**src/arp_pkg.sv**
```systemverilog
// Constants, codes and state encodings for the address resolution agent.
// Assumes a single clock domain; consumed by smbus_arp_slave_agent, arp_host_model and tb_top.
package arp_pkg;

	// Fixed bus address reserved for address resolution traffic
	localparam logic [6:0]  ARP_ADDR       = 7'h61;

	// Command codes
	localparam logic [7:0]  CMD_PREPARE    = 8'h01;
	localparam logic [7:0]  CMD_RESET      = 8'h02;
	localparam logic [7:0]  CMD_GET        = 8'h03;
	localparam logic [7:0]  CMD_ASSIGN     = 8'h04;

	// Byte count announced in identifier transfers
	localparam logic [7:0]  BYTE_COUNT     = 8'h11;

	// Positions inside the data phase (index 0 is the first byte after the command)
	localparam logic [4:0]  IDX_UDID_FIRST = 5'h01;
	localparam logic [4:0]  IDX_UDID_LAST  = 5'h10;
	localparam logic [4:0]  IDX_NEW_ADDR   = 5'h11;
	localparam logic [4:0]  IDX_PEC        = 5'h12;
	localparam logic [4:0]  IDX_UDID_BASE  = 5'h10;
	localparam logic [4:0]  IDX_SHORT_END  = 5'h01;
	localparam logic [4:0]  IDX_ASSIGN_END = 5'h13;

	// Identifier fields
	localparam logic [7:0]  UDID_CAPS      = 8'h80;
	localparam logic [15:0] UDID_IFACE     = 16'h0005;
	localparam logic [7:0]  UDID_VERSION   = 8'h21;       // Arbitrary value
	localparam logic [15:0] UDID_VENDOR    = 16'h1234;    // Arbitrary value
	localparam logic [15:0] UDID_DEVICE    = 16'h4000;    // Arbitrary value
	localparam logic [31:0] UDID_VSPEC     = 32'h0badf00d; // Arbitrary value
	localparam logic [15:0] SUBSYS_DEFAULT = 16'h0000;    // Arbitrary value

	// Upper four bits of each function's default bus address
	localparam logic [3:0]  TSENS_BASE     = 4'h3;
	localparam logic [3:0]  MEM_BASE       = 4'ha;

	// CRC-8 generator x8 + x2 + x + 1
	localparam logic [7:0]  CRC_POLY       = 8'h07;

	// Bit counter value of the acknowledge clock
	localparam logic [3:0]  BIT_ACK        = 4'h8;
	localparam logic [3:0]  BIT_LAST       = 4'h7;

	typedef enum logic [5:0] {
		ST_IDLE  = 6'b000001,
		ST_ADDR  = 6'b000010,
		ST_CMD   = 6'b000100,
		ST_WDATA = 6'b001000,
		ST_RDATA = 6'b010000,
		ST_SKIP  = 6'b100000
	} state_type;

	typedef enum logic [2:0] {
		ACT_NONE    = 3'h0,
		ACT_PREP    = 3'h1,
		ACT_RST_ALL = 3'h2,
		ACT_RST_ONE = 3'h3,
		ACT_GET     = 3'h4,
		ACT_ASSIGN  = 3'h5
	} act_type;

endpackage

```
**src/smbus_arp_slave_agent.sv**
```systemverilog
// Address resolution agent for a two-function bus slave (sensor and memory).
// Assumes open-drain SDA resolved outside; SCL/SDA/select pins are asynchronous.
`timescale 1ns/1ps

module smbus_arp_slave_agent (
	input  wire logic        ref_clk,
	input  wire logic        rst,
	input  wire logic        scl_in,
	input  wire logic        sda_in,
	output logic             sda_out,
	output logic             sda_oe,
	input  wire logic        addr_select_in0,
	input  wire logic        addr_select_in1,
	input  wire logic        addr_select_in2,
	input  wire logic [15:0] subsys_vendor_in,
	input  wire logic [15:0] subsys_device_in,
	input  wire logic        subsys_load,
	output logic [6:0]       tsens_addr,
	output logic [6:0]       mem_addr,
	output logic             tsens_resolved,
	output logic             mem_resolved
);

	function automatic logic [7:0] crc8(input logic [7:0] c, input logic [7:0] d);
		logic [7:0] r;
		r = c ^ d;
		for (int i = 0; i < 8; i++) begin
			r = r[7] ? ((r << 1) ^ arp_pkg::CRC_POLY) : (r << 1);
		end
		return r;
	endfunction

	// Byte k of function fn's identifier; k = 15 is the capabilities byte
	function automatic logic [7:0] udid_byte(input logic fn, input logic [3:0] k,
			input logic [15:0] sv, input logic [15:0] sd);
		logic [127:0] u;
		u = {arp_pkg::UDID_CAPS, arp_pkg::UDID_VERSION, arp_pkg::UDID_VENDOR,
			arp_pkg::UDID_DEVICE[15:1], fn,
			arp_pkg::UDID_IFACE, sv, sd, arp_pkg::UDID_VSPEC};
		return u[{k, 3'b000} +: 8];
	endfunction

	// Synchronisers and edge detection
	logic [1:0]      scl_sync;
	logic [1:0]      sda_sync;
	logic [2:0]      sa_meta;
	logic [2:0]      sa_sync;
	logic            scl_prev;
	logic            sda_prev;

	always_ff @(posedge ref_clk) begin
		if (rst) begin
			scl_sync <= 2'h3;
			sda_sync <= 2'h3;
			scl_prev <= 1'b1;
			sda_prev <= 1'b1;
			sa_meta  <= 3'h0;
			sa_sync  <= 3'h0;
		end else begin
			scl_sync <= {scl_sync[0], scl_in};
			sda_sync <= {sda_sync[0], sda_in};
			scl_prev <= scl_sync[1];
			sda_prev <= sda_sync[1];
			sa_meta  <= {addr_select_in2, addr_select_in1, addr_select_in0};
			sa_sync  <= sa_meta;
		end
	end

	logic scl_s;
	logic sda_s;
	logic scl_rise;
	logic scl_fall;
	logic start_det;
	logic stop_det;

	assign scl_s     = scl_sync[1];
	assign sda_s     = sda_sync[1];
	assign scl_rise  = scl_s & ~scl_prev;
	assign scl_fall  = ~scl_s & scl_prev;
	assign start_det = scl_s & scl_prev & sda_prev & ~sda_s;
	assign stop_det  = scl_s & scl_prev & ~sda_prev & sda_s;

	// Rewritable subsystem identifier storage
	logic [15:0] subsys_vendor;
	logic [15:0] subsys_device;

	always_ff @(posedge ref_clk) begin
		if (rst) begin
			subsys_vendor <= arp_pkg::SUBSYS_DEFAULT;
			subsys_device <= arp_pkg::SUBSYS_DEFAULT;
		end else if (subsys_load) begin
			subsys_vendor <= subsys_vendor_in;
			subsys_device <= subsys_device_in;
		end
	end

	// Per-function resolution state
	logic [1:0] address_resolved_flag;
	logic [1:0] assigned;
	logic [6:0] asg_addr [2];
	logic [6:0] cur_addr [2];
	logic [6:0] dflt_addr [2];

	assign dflt_addr[0] = {arp_pkg::TSENS_BASE, sa_sync};
	assign dflt_addr[1] = {arp_pkg::MEM_BASE, sa_sync};

	// Transaction engine state
	arp_pkg::state_type state;
	arp_pkg::act_type   act;
	arp_pkg::act_type   dec_act;
	logic [3:0]         bit_cnt;
	logic [7:0]         shreg;
	logic [4:0]         byte_idx;
	logic [7:0]         crc;
	logic [7:0]         tx_byte;
	logic [7:0]         next_tx;
	logic [6:0]         new_addr;
	logic [1:0]         match;
	logic               sel_fn;
	logic               dec_fn;
	logic               dec_hit;
	logic               cmd_valid;
	logic               pec_ok;
	logic               ack_pend;
	logic [7:0]         rx_byte;
	logic [7:0]         next_crc;
	logic               byte_end;
	logic               commit;
	logic [4:0]         next_idx;

	assign rx_byte  = {shreg[6:0], sda_s};
	assign byte_end = scl_rise && bit_cnt == arp_pkg::BIT_LAST;
	assign next_crc = crc8(crc, (state == arp_pkg::ST_RDATA) ? tx_byte : rx_byte);
	assign next_idx = byte_idx + 5'h01;

	// Command decode, general and directed
	always_comb begin
		dec_act = arp_pkg::ACT_NONE;
		dec_fn  = 1'b0;
		dec_hit = 1'b1;
		unique case (rx_byte)
			arp_pkg::CMD_PREPARE: dec_act = arp_pkg::ACT_PREP;
			arp_pkg::CMD_RESET:   dec_act = arp_pkg::ACT_RST_ALL;
			arp_pkg::CMD_ASSIGN:  dec_act = arp_pkg::ACT_ASSIGN;
			arp_pkg::CMD_GET: begin
				// Both functions share one pin pair; the sensor wins internally
				dec_act = arp_pkg::ACT_GET;
				if (!address_resolved_flag[0]) begin
					dec_fn = 1'b0;
				end else if (!address_resolved_flag[1]) begin
					dec_fn = 1'b1;
				end else begin
					dec_hit = 1'b0;
				end
			end
			default: begin
				if (rx_byte[7:1] == cur_addr[0] || rx_byte[7:1] == cur_addr[1]) begin
					dec_fn  = (rx_byte[7:1] == cur_addr[1]);
					dec_act = rx_byte[0] ? arp_pkg::ACT_GET : arp_pkg::ACT_RST_ONE;
				end else begin
					dec_hit = 1'b0;
				end
			end
		endcase
	end

	// Next byte to send during an identifier read
	always_comb begin
		next_tx = 8'hff;
		if (next_idx >= arp_pkg::IDX_UDID_FIRST && next_idx <= arp_pkg::IDX_UDID_LAST) begin
			next_tx = udid_byte(sel_fn, 4'(arp_pkg::IDX_UDID_BASE - next_idx),
				subsys_vendor, subsys_device);
		end else if (next_idx == arp_pkg::IDX_NEW_ADDR) begin
			next_tx = {cur_addr[sel_fn], 1'b1};
		end else if (next_idx == arp_pkg::IDX_PEC) begin
			next_tx = next_crc;
		end
	end

	// A write transaction takes effect only at its stop, after a good code byte
	assign commit = stop_det && cmd_valid && pec_ok && state == arp_pkg::ST_WDATA &&
		(act == arp_pkg::ACT_ASSIGN ? byte_idx == arp_pkg::IDX_ASSIGN_END
			: (act != arp_pkg::ACT_GET && byte_idx == arp_pkg::IDX_SHORT_END));

	always_ff @(posedge ref_clk) begin
		if (rst) begin
			state     <= arp_pkg::ST_IDLE;
			act       <= arp_pkg::ACT_NONE;
			bit_cnt   <= 4'h0;
			shreg     <= 8'h00;
			byte_idx  <= 5'h00;
			crc       <= 8'h00;
			tx_byte   <= 8'hff;
			new_addr  <= 7'h00;
			match     <= 2'h0;
			sel_fn    <= 1'b0;
			cmd_valid <= 1'b0;
			pec_ok    <= 1'b0;
			ack_pend  <= 1'b0;
		end else if (stop_det) begin
			state     <= arp_pkg::ST_IDLE;
			cmd_valid <= 1'b0;
			ack_pend  <= 1'b0;
		end else if (start_det) begin
			state    <= arp_pkg::ST_ADDR;
			bit_cnt  <= 4'h0;
			ack_pend <= 1'b0;
			if (!cmd_valid) begin
				crc <= 8'h00; // Repeated start keeps the running code
			end
		end else if (scl_rise && bit_cnt == arp_pkg::BIT_ACK) begin
			bit_cnt  <= 4'h0;
			ack_pend <= 1'b0;
			if (state == arp_pkg::ST_RDATA && sda_s) begin
				state <= arp_pkg::ST_SKIP;
			end
		end else if (scl_rise) begin
			bit_cnt <= bit_cnt + 4'h1;
			shreg   <= rx_byte;
			if (byte_end) begin
				unique case (state)
					arp_pkg::ST_ADDR: begin
						if (rx_byte[7:1] == arp_pkg::ARP_ADDR && !rx_byte[0]) begin
							ack_pend  <= 1'b1;
							crc       <= next_crc;
							cmd_valid <= 1'b0;
							state     <= arp_pkg::ST_CMD;
						end else if (rx_byte[7:1] == arp_pkg::ARP_ADDR && cmd_valid &&
								act == arp_pkg::ACT_GET) begin
							ack_pend <= 1'b1;
							crc      <= next_crc;
							byte_idx <= 5'h00;
							tx_byte  <= arp_pkg::BYTE_COUNT;
							state    <= arp_pkg::ST_RDATA;
						end else begin
							state <= arp_pkg::ST_SKIP;
						end
					end
					arp_pkg::ST_CMD: begin
						crc       <= next_crc;
						act       <= dec_act;
						sel_fn    <= dec_fn;
						byte_idx  <= 5'h00;
						match     <= 2'h3;
						pec_ok    <= 1'b0;
						cmd_valid <= dec_hit;
						ack_pend  <= dec_hit;
						state     <= dec_hit ? arp_pkg::ST_WDATA : arp_pkg::ST_SKIP;
					end
					arp_pkg::ST_WDATA: begin
						crc      <= next_crc;
						byte_idx <= next_idx;
						if (act == arp_pkg::ACT_ASSIGN && byte_idx <= arp_pkg::IDX_PEC) begin
							ack_pend <= 1'b1;
							if (byte_idx == arp_pkg::IDX_PEC) begin
								pec_ok <= (rx_byte == crc) && (match != 2'h0);
							end else if (byte_idx == arp_pkg::IDX_NEW_ADDR) begin
								new_addr <= rx_byte[7:1];
							end else if (byte_idx >= arp_pkg::IDX_UDID_FIRST) begin
								for (int f = 0; f < 2; f++) begin
									match[f] <= match[f] && rx_byte == udid_byte(f[0],
										4'(arp_pkg::IDX_UDID_BASE - byte_idx),
										subsys_vendor, subsys_device);
								end
							end
						end else if (act != arp_pkg::ACT_GET && act != arp_pkg::ACT_ASSIGN &&
								byte_idx == 5'h00) begin
							ack_pend <= 1'b1;
							pec_ok   <= (rx_byte == crc);
						end else begin
							state <= arp_pkg::ST_SKIP;
						end
					end
					arp_pkg::ST_RDATA: begin
						crc      <= next_crc;
						byte_idx <= next_idx;
						tx_byte  <= next_tx;
					end
					default: begin
					end
				endcase
			end
		end
	end

	// SDA driver: acknowledge slots and read data, released otherwise
	always_ff @(posedge ref_clk) begin
		if (rst) begin
			sda_out <= 1'b0;
			sda_oe  <= 1'b0;
		end else if (start_det || stop_det) begin
			sda_oe <= 1'b0;
		end else if (scl_fall) begin
			if (bit_cnt == arp_pkg::BIT_ACK) begin
				sda_oe <= ack_pend;
			end else if (state == arp_pkg::ST_RDATA) begin
				sda_oe <= ~tx_byte[~bit_cnt[2:0]];
			end else begin
				sda_oe <= 1'b0;
			end
		end
	end

	generate
		for (genvar g = 0; g < 2; g++) begin : g_func
			assign cur_addr[g] = assigned[g] ? asg_addr[g] : dflt_addr[g];

			// Each function keeps its own flag and address
			always_ff @(posedge ref_clk) begin
				if (rst) begin
					address_resolved_flag[g] <= 1'b0;
					assigned[g]              <= 1'b0;
					asg_addr[g]              <= 7'h00;
				end else if (commit) begin
					unique case (act)
						arp_pkg::ACT_PREP: address_resolved_flag[g] <= 1'b0;
						arp_pkg::ACT_RST_ALL: begin
							address_resolved_flag[g] <= 1'b0;
							assigned[g]              <= 1'b0;
						end
						arp_pkg::ACT_RST_ONE: begin
							if (sel_fn == g[0]) begin
								address_resolved_flag[g] <= 1'b0;
								assigned[g]              <= 1'b0;
							end
						end
						arp_pkg::ACT_ASSIGN: begin
							if (match[g]) begin
								asg_addr[g]              <= new_addr;
								assigned[g]              <= 1'b1;
								address_resolved_flag[g] <= 1'b1;
							end
						end
						default: begin
						end
					endcase
				end
			end
		end
	endgenerate

	always_ff @(posedge ref_clk) begin
		if (rst) begin
			tsens_addr     <= 7'h00;
			mem_addr       <= 7'h00;
			tsens_resolved <= 1'b0;
			mem_resolved   <= 1'b0;
		end else begin
			tsens_addr     <= cur_addr[0];
			mem_addr       <= cur_addr[1];
			tsens_resolved <= address_resolved_flag[0];
			mem_resolved   <= address_resolved_flag[1];
		end
	end
endmodule

```
**config.mk**
```make
export PLATFORM = sky130hd
export DESIGN_NAME = smbus_arp_slave_agent
export DESIGN_NICKNAME = d
export VERILOG_FILES = /design/src/arp_pkg.sv /design/src/smbus_arp_slave_agent.sv
export SDC_FILE = /design/constraint.sdc
export NUM_CORES = 1
export LEC_CHECK = 0
export BUFFER_PORTS_ARGS = -buffer_cell sky130_fd_sc_hd__buf_4
export CORE_MARGIN = 1.5
export CORE_UTILIZATION = 41
export DETAILED_ROUTE_END_ITERATION = 7
export GPL_ROUTABILITY_DRIVEN = 0
export PLACE_DENSITY_LB_ADDON = 0.12
export SETUP_SLACK_MARGIN = 0.3
export SLEW_MARGIN = 20
export SYNTH_ARGS = -nofsm -noshare
export SYNTH_HDL_FRONTEND = slang
export SYNTH_SLANG_ARGS = --single-unit
export TNS_END_PERCENT = 1
```
**constraint.sdc**
```tcl
create_clock -name ref_clk -period 3.2 [get_ports ref_clk]
set_input_delay 0.16 -clock ref_clk [delete_from_list [all_inputs] [get_ports ref_clk]]
set_output_delay 0.16 -clock ref_clk [all_outputs]
set_load 0.1 [all_outputs]
```
==> results.md <==
- Outcome: completed
- DRC viols: 0
- Area delta synth->final: 21.6%
- DR pass1 iterations: 5
- Worst-path clk slew: 70 ps
- Max IR drop VDD: between 400 and 500 µV
- Register area: between 2000 and 3000 µm²
- Worst setup path class: reg -> reg
- GRT Overall Usage: 0.242
- Met2 usage: 0.389
- Leakage Power: approximately 3.7 nW
- Total Nets Final: slightly above 1000
- Reg2reg start: state[2]
- CTS Sinks: roughly 130
- 1st-iter DRT viols: 477
- FF-to-FF path depth: 7
- Top cells by area, synth: dfxtp_1 (31%), mux2i_1 (8.0%), edfxtp_1 (5.4%), nor2_1 (5.0%), mux4_2 (4.0%)
- Reg2Reg Setup Slack: between 400 and 500 ps
- Ratio of final minimum period to clock period: 0.865
- Most used DFF post-synth: dfxtp_1
- Initial Util: 0.418
- Overflow after GRT: 0
- Mapped Area: slightly below 8000 µm²
- Final Skew: between 15 and 20 ps
- Max Buffers Root-to-Sink: 2
- CP Max Fanout: 13
- H-tree Lvls: 4
- Grt met3 use: 0.0411
- Row count: 50
- I/O pin count: between 50 and 60
- Mapped Avg Cell Area: approximately 8.8 µm²
- CP arrival: 3070 ps
- Number of CTS-inserted buffers: 17
- WL final: between 20000 and 25000 µm
- Seq/Total Area, Yosys: 0.360
- Slew Limit Fails: 0
- Hold Path End: new_addr[6]
- Yosys reg bits: 133
- Net Count, Synth: around 940
- GR met1 Demand/Resource: 0.334
- N_diodes: 0
- Fraction of registers with async set/reset: 0
- RSZ-0062 raised after global routing: no
- CTS tree: yes
- Layout Utilization: 0.508
- Setup Buffers After CTS: 0
- Share of cells above drive strength 1: 0.170
- Slew headroom: 0.455
- Max cap viols: 0
- Final setup margin: between 400 and 500 ps
- Post-synth EDFFs: 14
- Die Wd: 141 µm
- Area of the multi-input gates: 4640 µm²
- PD cells: between 400 and 500 nW/µm²
- Die height: 141 µm
- Hold Startpoint: rst
- Setup TNS: 0 ps
- Layout fillers: ~1800
- Ys Warns: 0
- Yosys top cell area share: 0.306
- Root buffer cell: clkbuf_16
- Final ANT Viol Nets: 0
- Hold Vio Cnt, Final: 0
- HP Class: in -> reg
- Largest area contributor in the netlist: dfxtp_1
- Yosys cell types: 84
- Crit start category: flip-flop
- Worst skew pair latency: between 400 and 500 ps
- DR WL/cell: roughly 19 µm
- Final setup vio count: 0
- RR Endpoint: tx_byte[2]
- Core Area: around 19000 µm²
- Req. time, crit path: approximately 3500 ps
- Initial antenna violation count: 0
- Tightest Pin Transition: roughly 810 ps
- Hpwl dp: roughly 16000 µm
- Vias per cell: between 5 and 6
- Port Buf Inserts: between 50 and 60
- Cells after Synth: roughly 890
- Max Fclk: approximately 360 MHz
- First-pass GRT wire length: around 37000 µm
- WHS Path Cells: 2
- Most used routing layer: met2
- DP Worst Slack: roughly 450 ps
- Largest net degree at the start of global routing: 51
- Total power: around 4.1 mW
- CP endpoint kind: flip-flop
- Tmin final: between 2000 and 3000 ps
- Die area: 19800 µm²
- Vias: around 6900
- Vias in the first global route: roughly 6500
[what timing repair did]
action	CTS	global route
setup endpoints to repair	0	7
hold endpoints to repair	37	0
hold buffers	37	0
resized for setup	0	2
[registers in the layout (all words and copies together) (netlist names), 4 cells and up]
register / cells
state: 6
new_addr: 7
subsys_vendor: 16
asg_addr: 14
bit_cnt: 4
mem_addr: 7
shreg: 7
byte_idx: 5
crc: 8
tx_byte: 8
subsys_device: 16
tsens_addr: 7
[power by group]
part,leakage (nW),total (mW),internal [mW],switching [mW]
sequential,1.10,1.77,1.73,0.0423
combinational,2.34,0.299,0.138,0.160
clock,0.295,2.04,1.12,0.917
[worst max-delay path by stage]
stage	startpoint	to	slack, ps	cells after the start
global placement	state[2]	tx_byte[2]	490	7
finish	state[2]	tx_byte[2]	430	7
detailed placement	byte_idx[0]	tx_byte[4]	450	8
floorplan	byte_idx[0]	match[1]	420	11
CTS	byte_idx[0]	tx_byte[4]	430	8
global route	byte_idx[0]	match[0]	300	10
[cell families after synthesis]
group           count (synthesis)  share of synthesized area
simple gates                  335                      0.224
compound gates                196                      0.163
flops                         133                      0.360
buf+inv                        87                     0.0448
mux                            81                      0.130
xor+xnor                       43                     0.0617
fa+ha+maj                      10                     0.0161
other cells                     1                   0.000481
[synthesized netlist by cell type, drive strengths merged, types with 8 or more instances]
library cell,count
o211ai,16
ha,10
nor2,105
mux2i,64
xor2,19
o22ai,11
a31oi,9
clkbuf,37
or3,9
edfxtp,14
buf,22
nand2,54
a21oi,60
o21ai,41
inv,28
dfxtp,119
and2,19
or4,8
nor2b,24
nand4,9
nand2b,10
nand3,22
or2,12
xnor2,19
mux4,14
nor3,21
[stage by stage]
step / hold WS [ps] / cells / area, µm²
after floorplan: 264 / 886 / 7790
after global placement: 351 / 1148 / 8490
after detailed placement: 351 / 1148 / 8490
after CTS: 178 / 1217 / 9470
after global routing: 203 / 1217 / 9470
final: 188 / 1217 / 9470
[layout make-up]
cell class | count | area share
Clock buffer | 17 | 0.0449
Clock inverter | 15 | 0.0189
Inverter | 28 | 0.0111
Multi-Input combinational cell | 666 | 0.490
Sequential cell | 133 | 0.296
Tap cell | 234 | 0.0309
Timing Repair Buffer | 124 | 0.108
[worst max-delay path: stages (launching register included)]
cell	delay [ps]
dfxtp_1	380
nor4b_4	490
nand2_2	360
mux2i_1	280
xor2_1	380
xnor3_1	430
o211ai_1	190
o211ai_1	110
[layer usage]
layer | up-vias | wire [µm]
met5 | - | 0
met4 | 0 | 372
met3 | 29 | 935
met2 | 171 | 10700
met1 | 3303 | 11100
li1 | 3375 | -
[cell usage in the layout, fill, tap and decap left out, drive strengths merged, types with 5 or more instances in the layout]
master	netlist	routed
and3	7	7
o311ai	5	5
a21oi	60	60
mux4	14	14
and3b	5	5
edfxtp	14	14
o22ai	11	11
buf	22	87
nor3	21	21
or4	8	8
a21o	5	5
o211ai	16	16
dfxtp	119	119
clkbuf	37	17
nand2b	10	10
nand3b	6	6
nand4	9	9
nor3b	7	7
and2	19	19
a31oi	9	9
nor2	105	105
o21ai	41	41
ha	10	10
inv	28	38
dlygate4sd3	0	37
o31ai	6	6
xor2	19	19
or2	12	12
nand3	22	22
a211oi	7	7
mux2i	64	64
xnor2	19	19
nand2	54	54
or3	9	9
nor2b	24	24
Power figures use the tool's default switching activity.
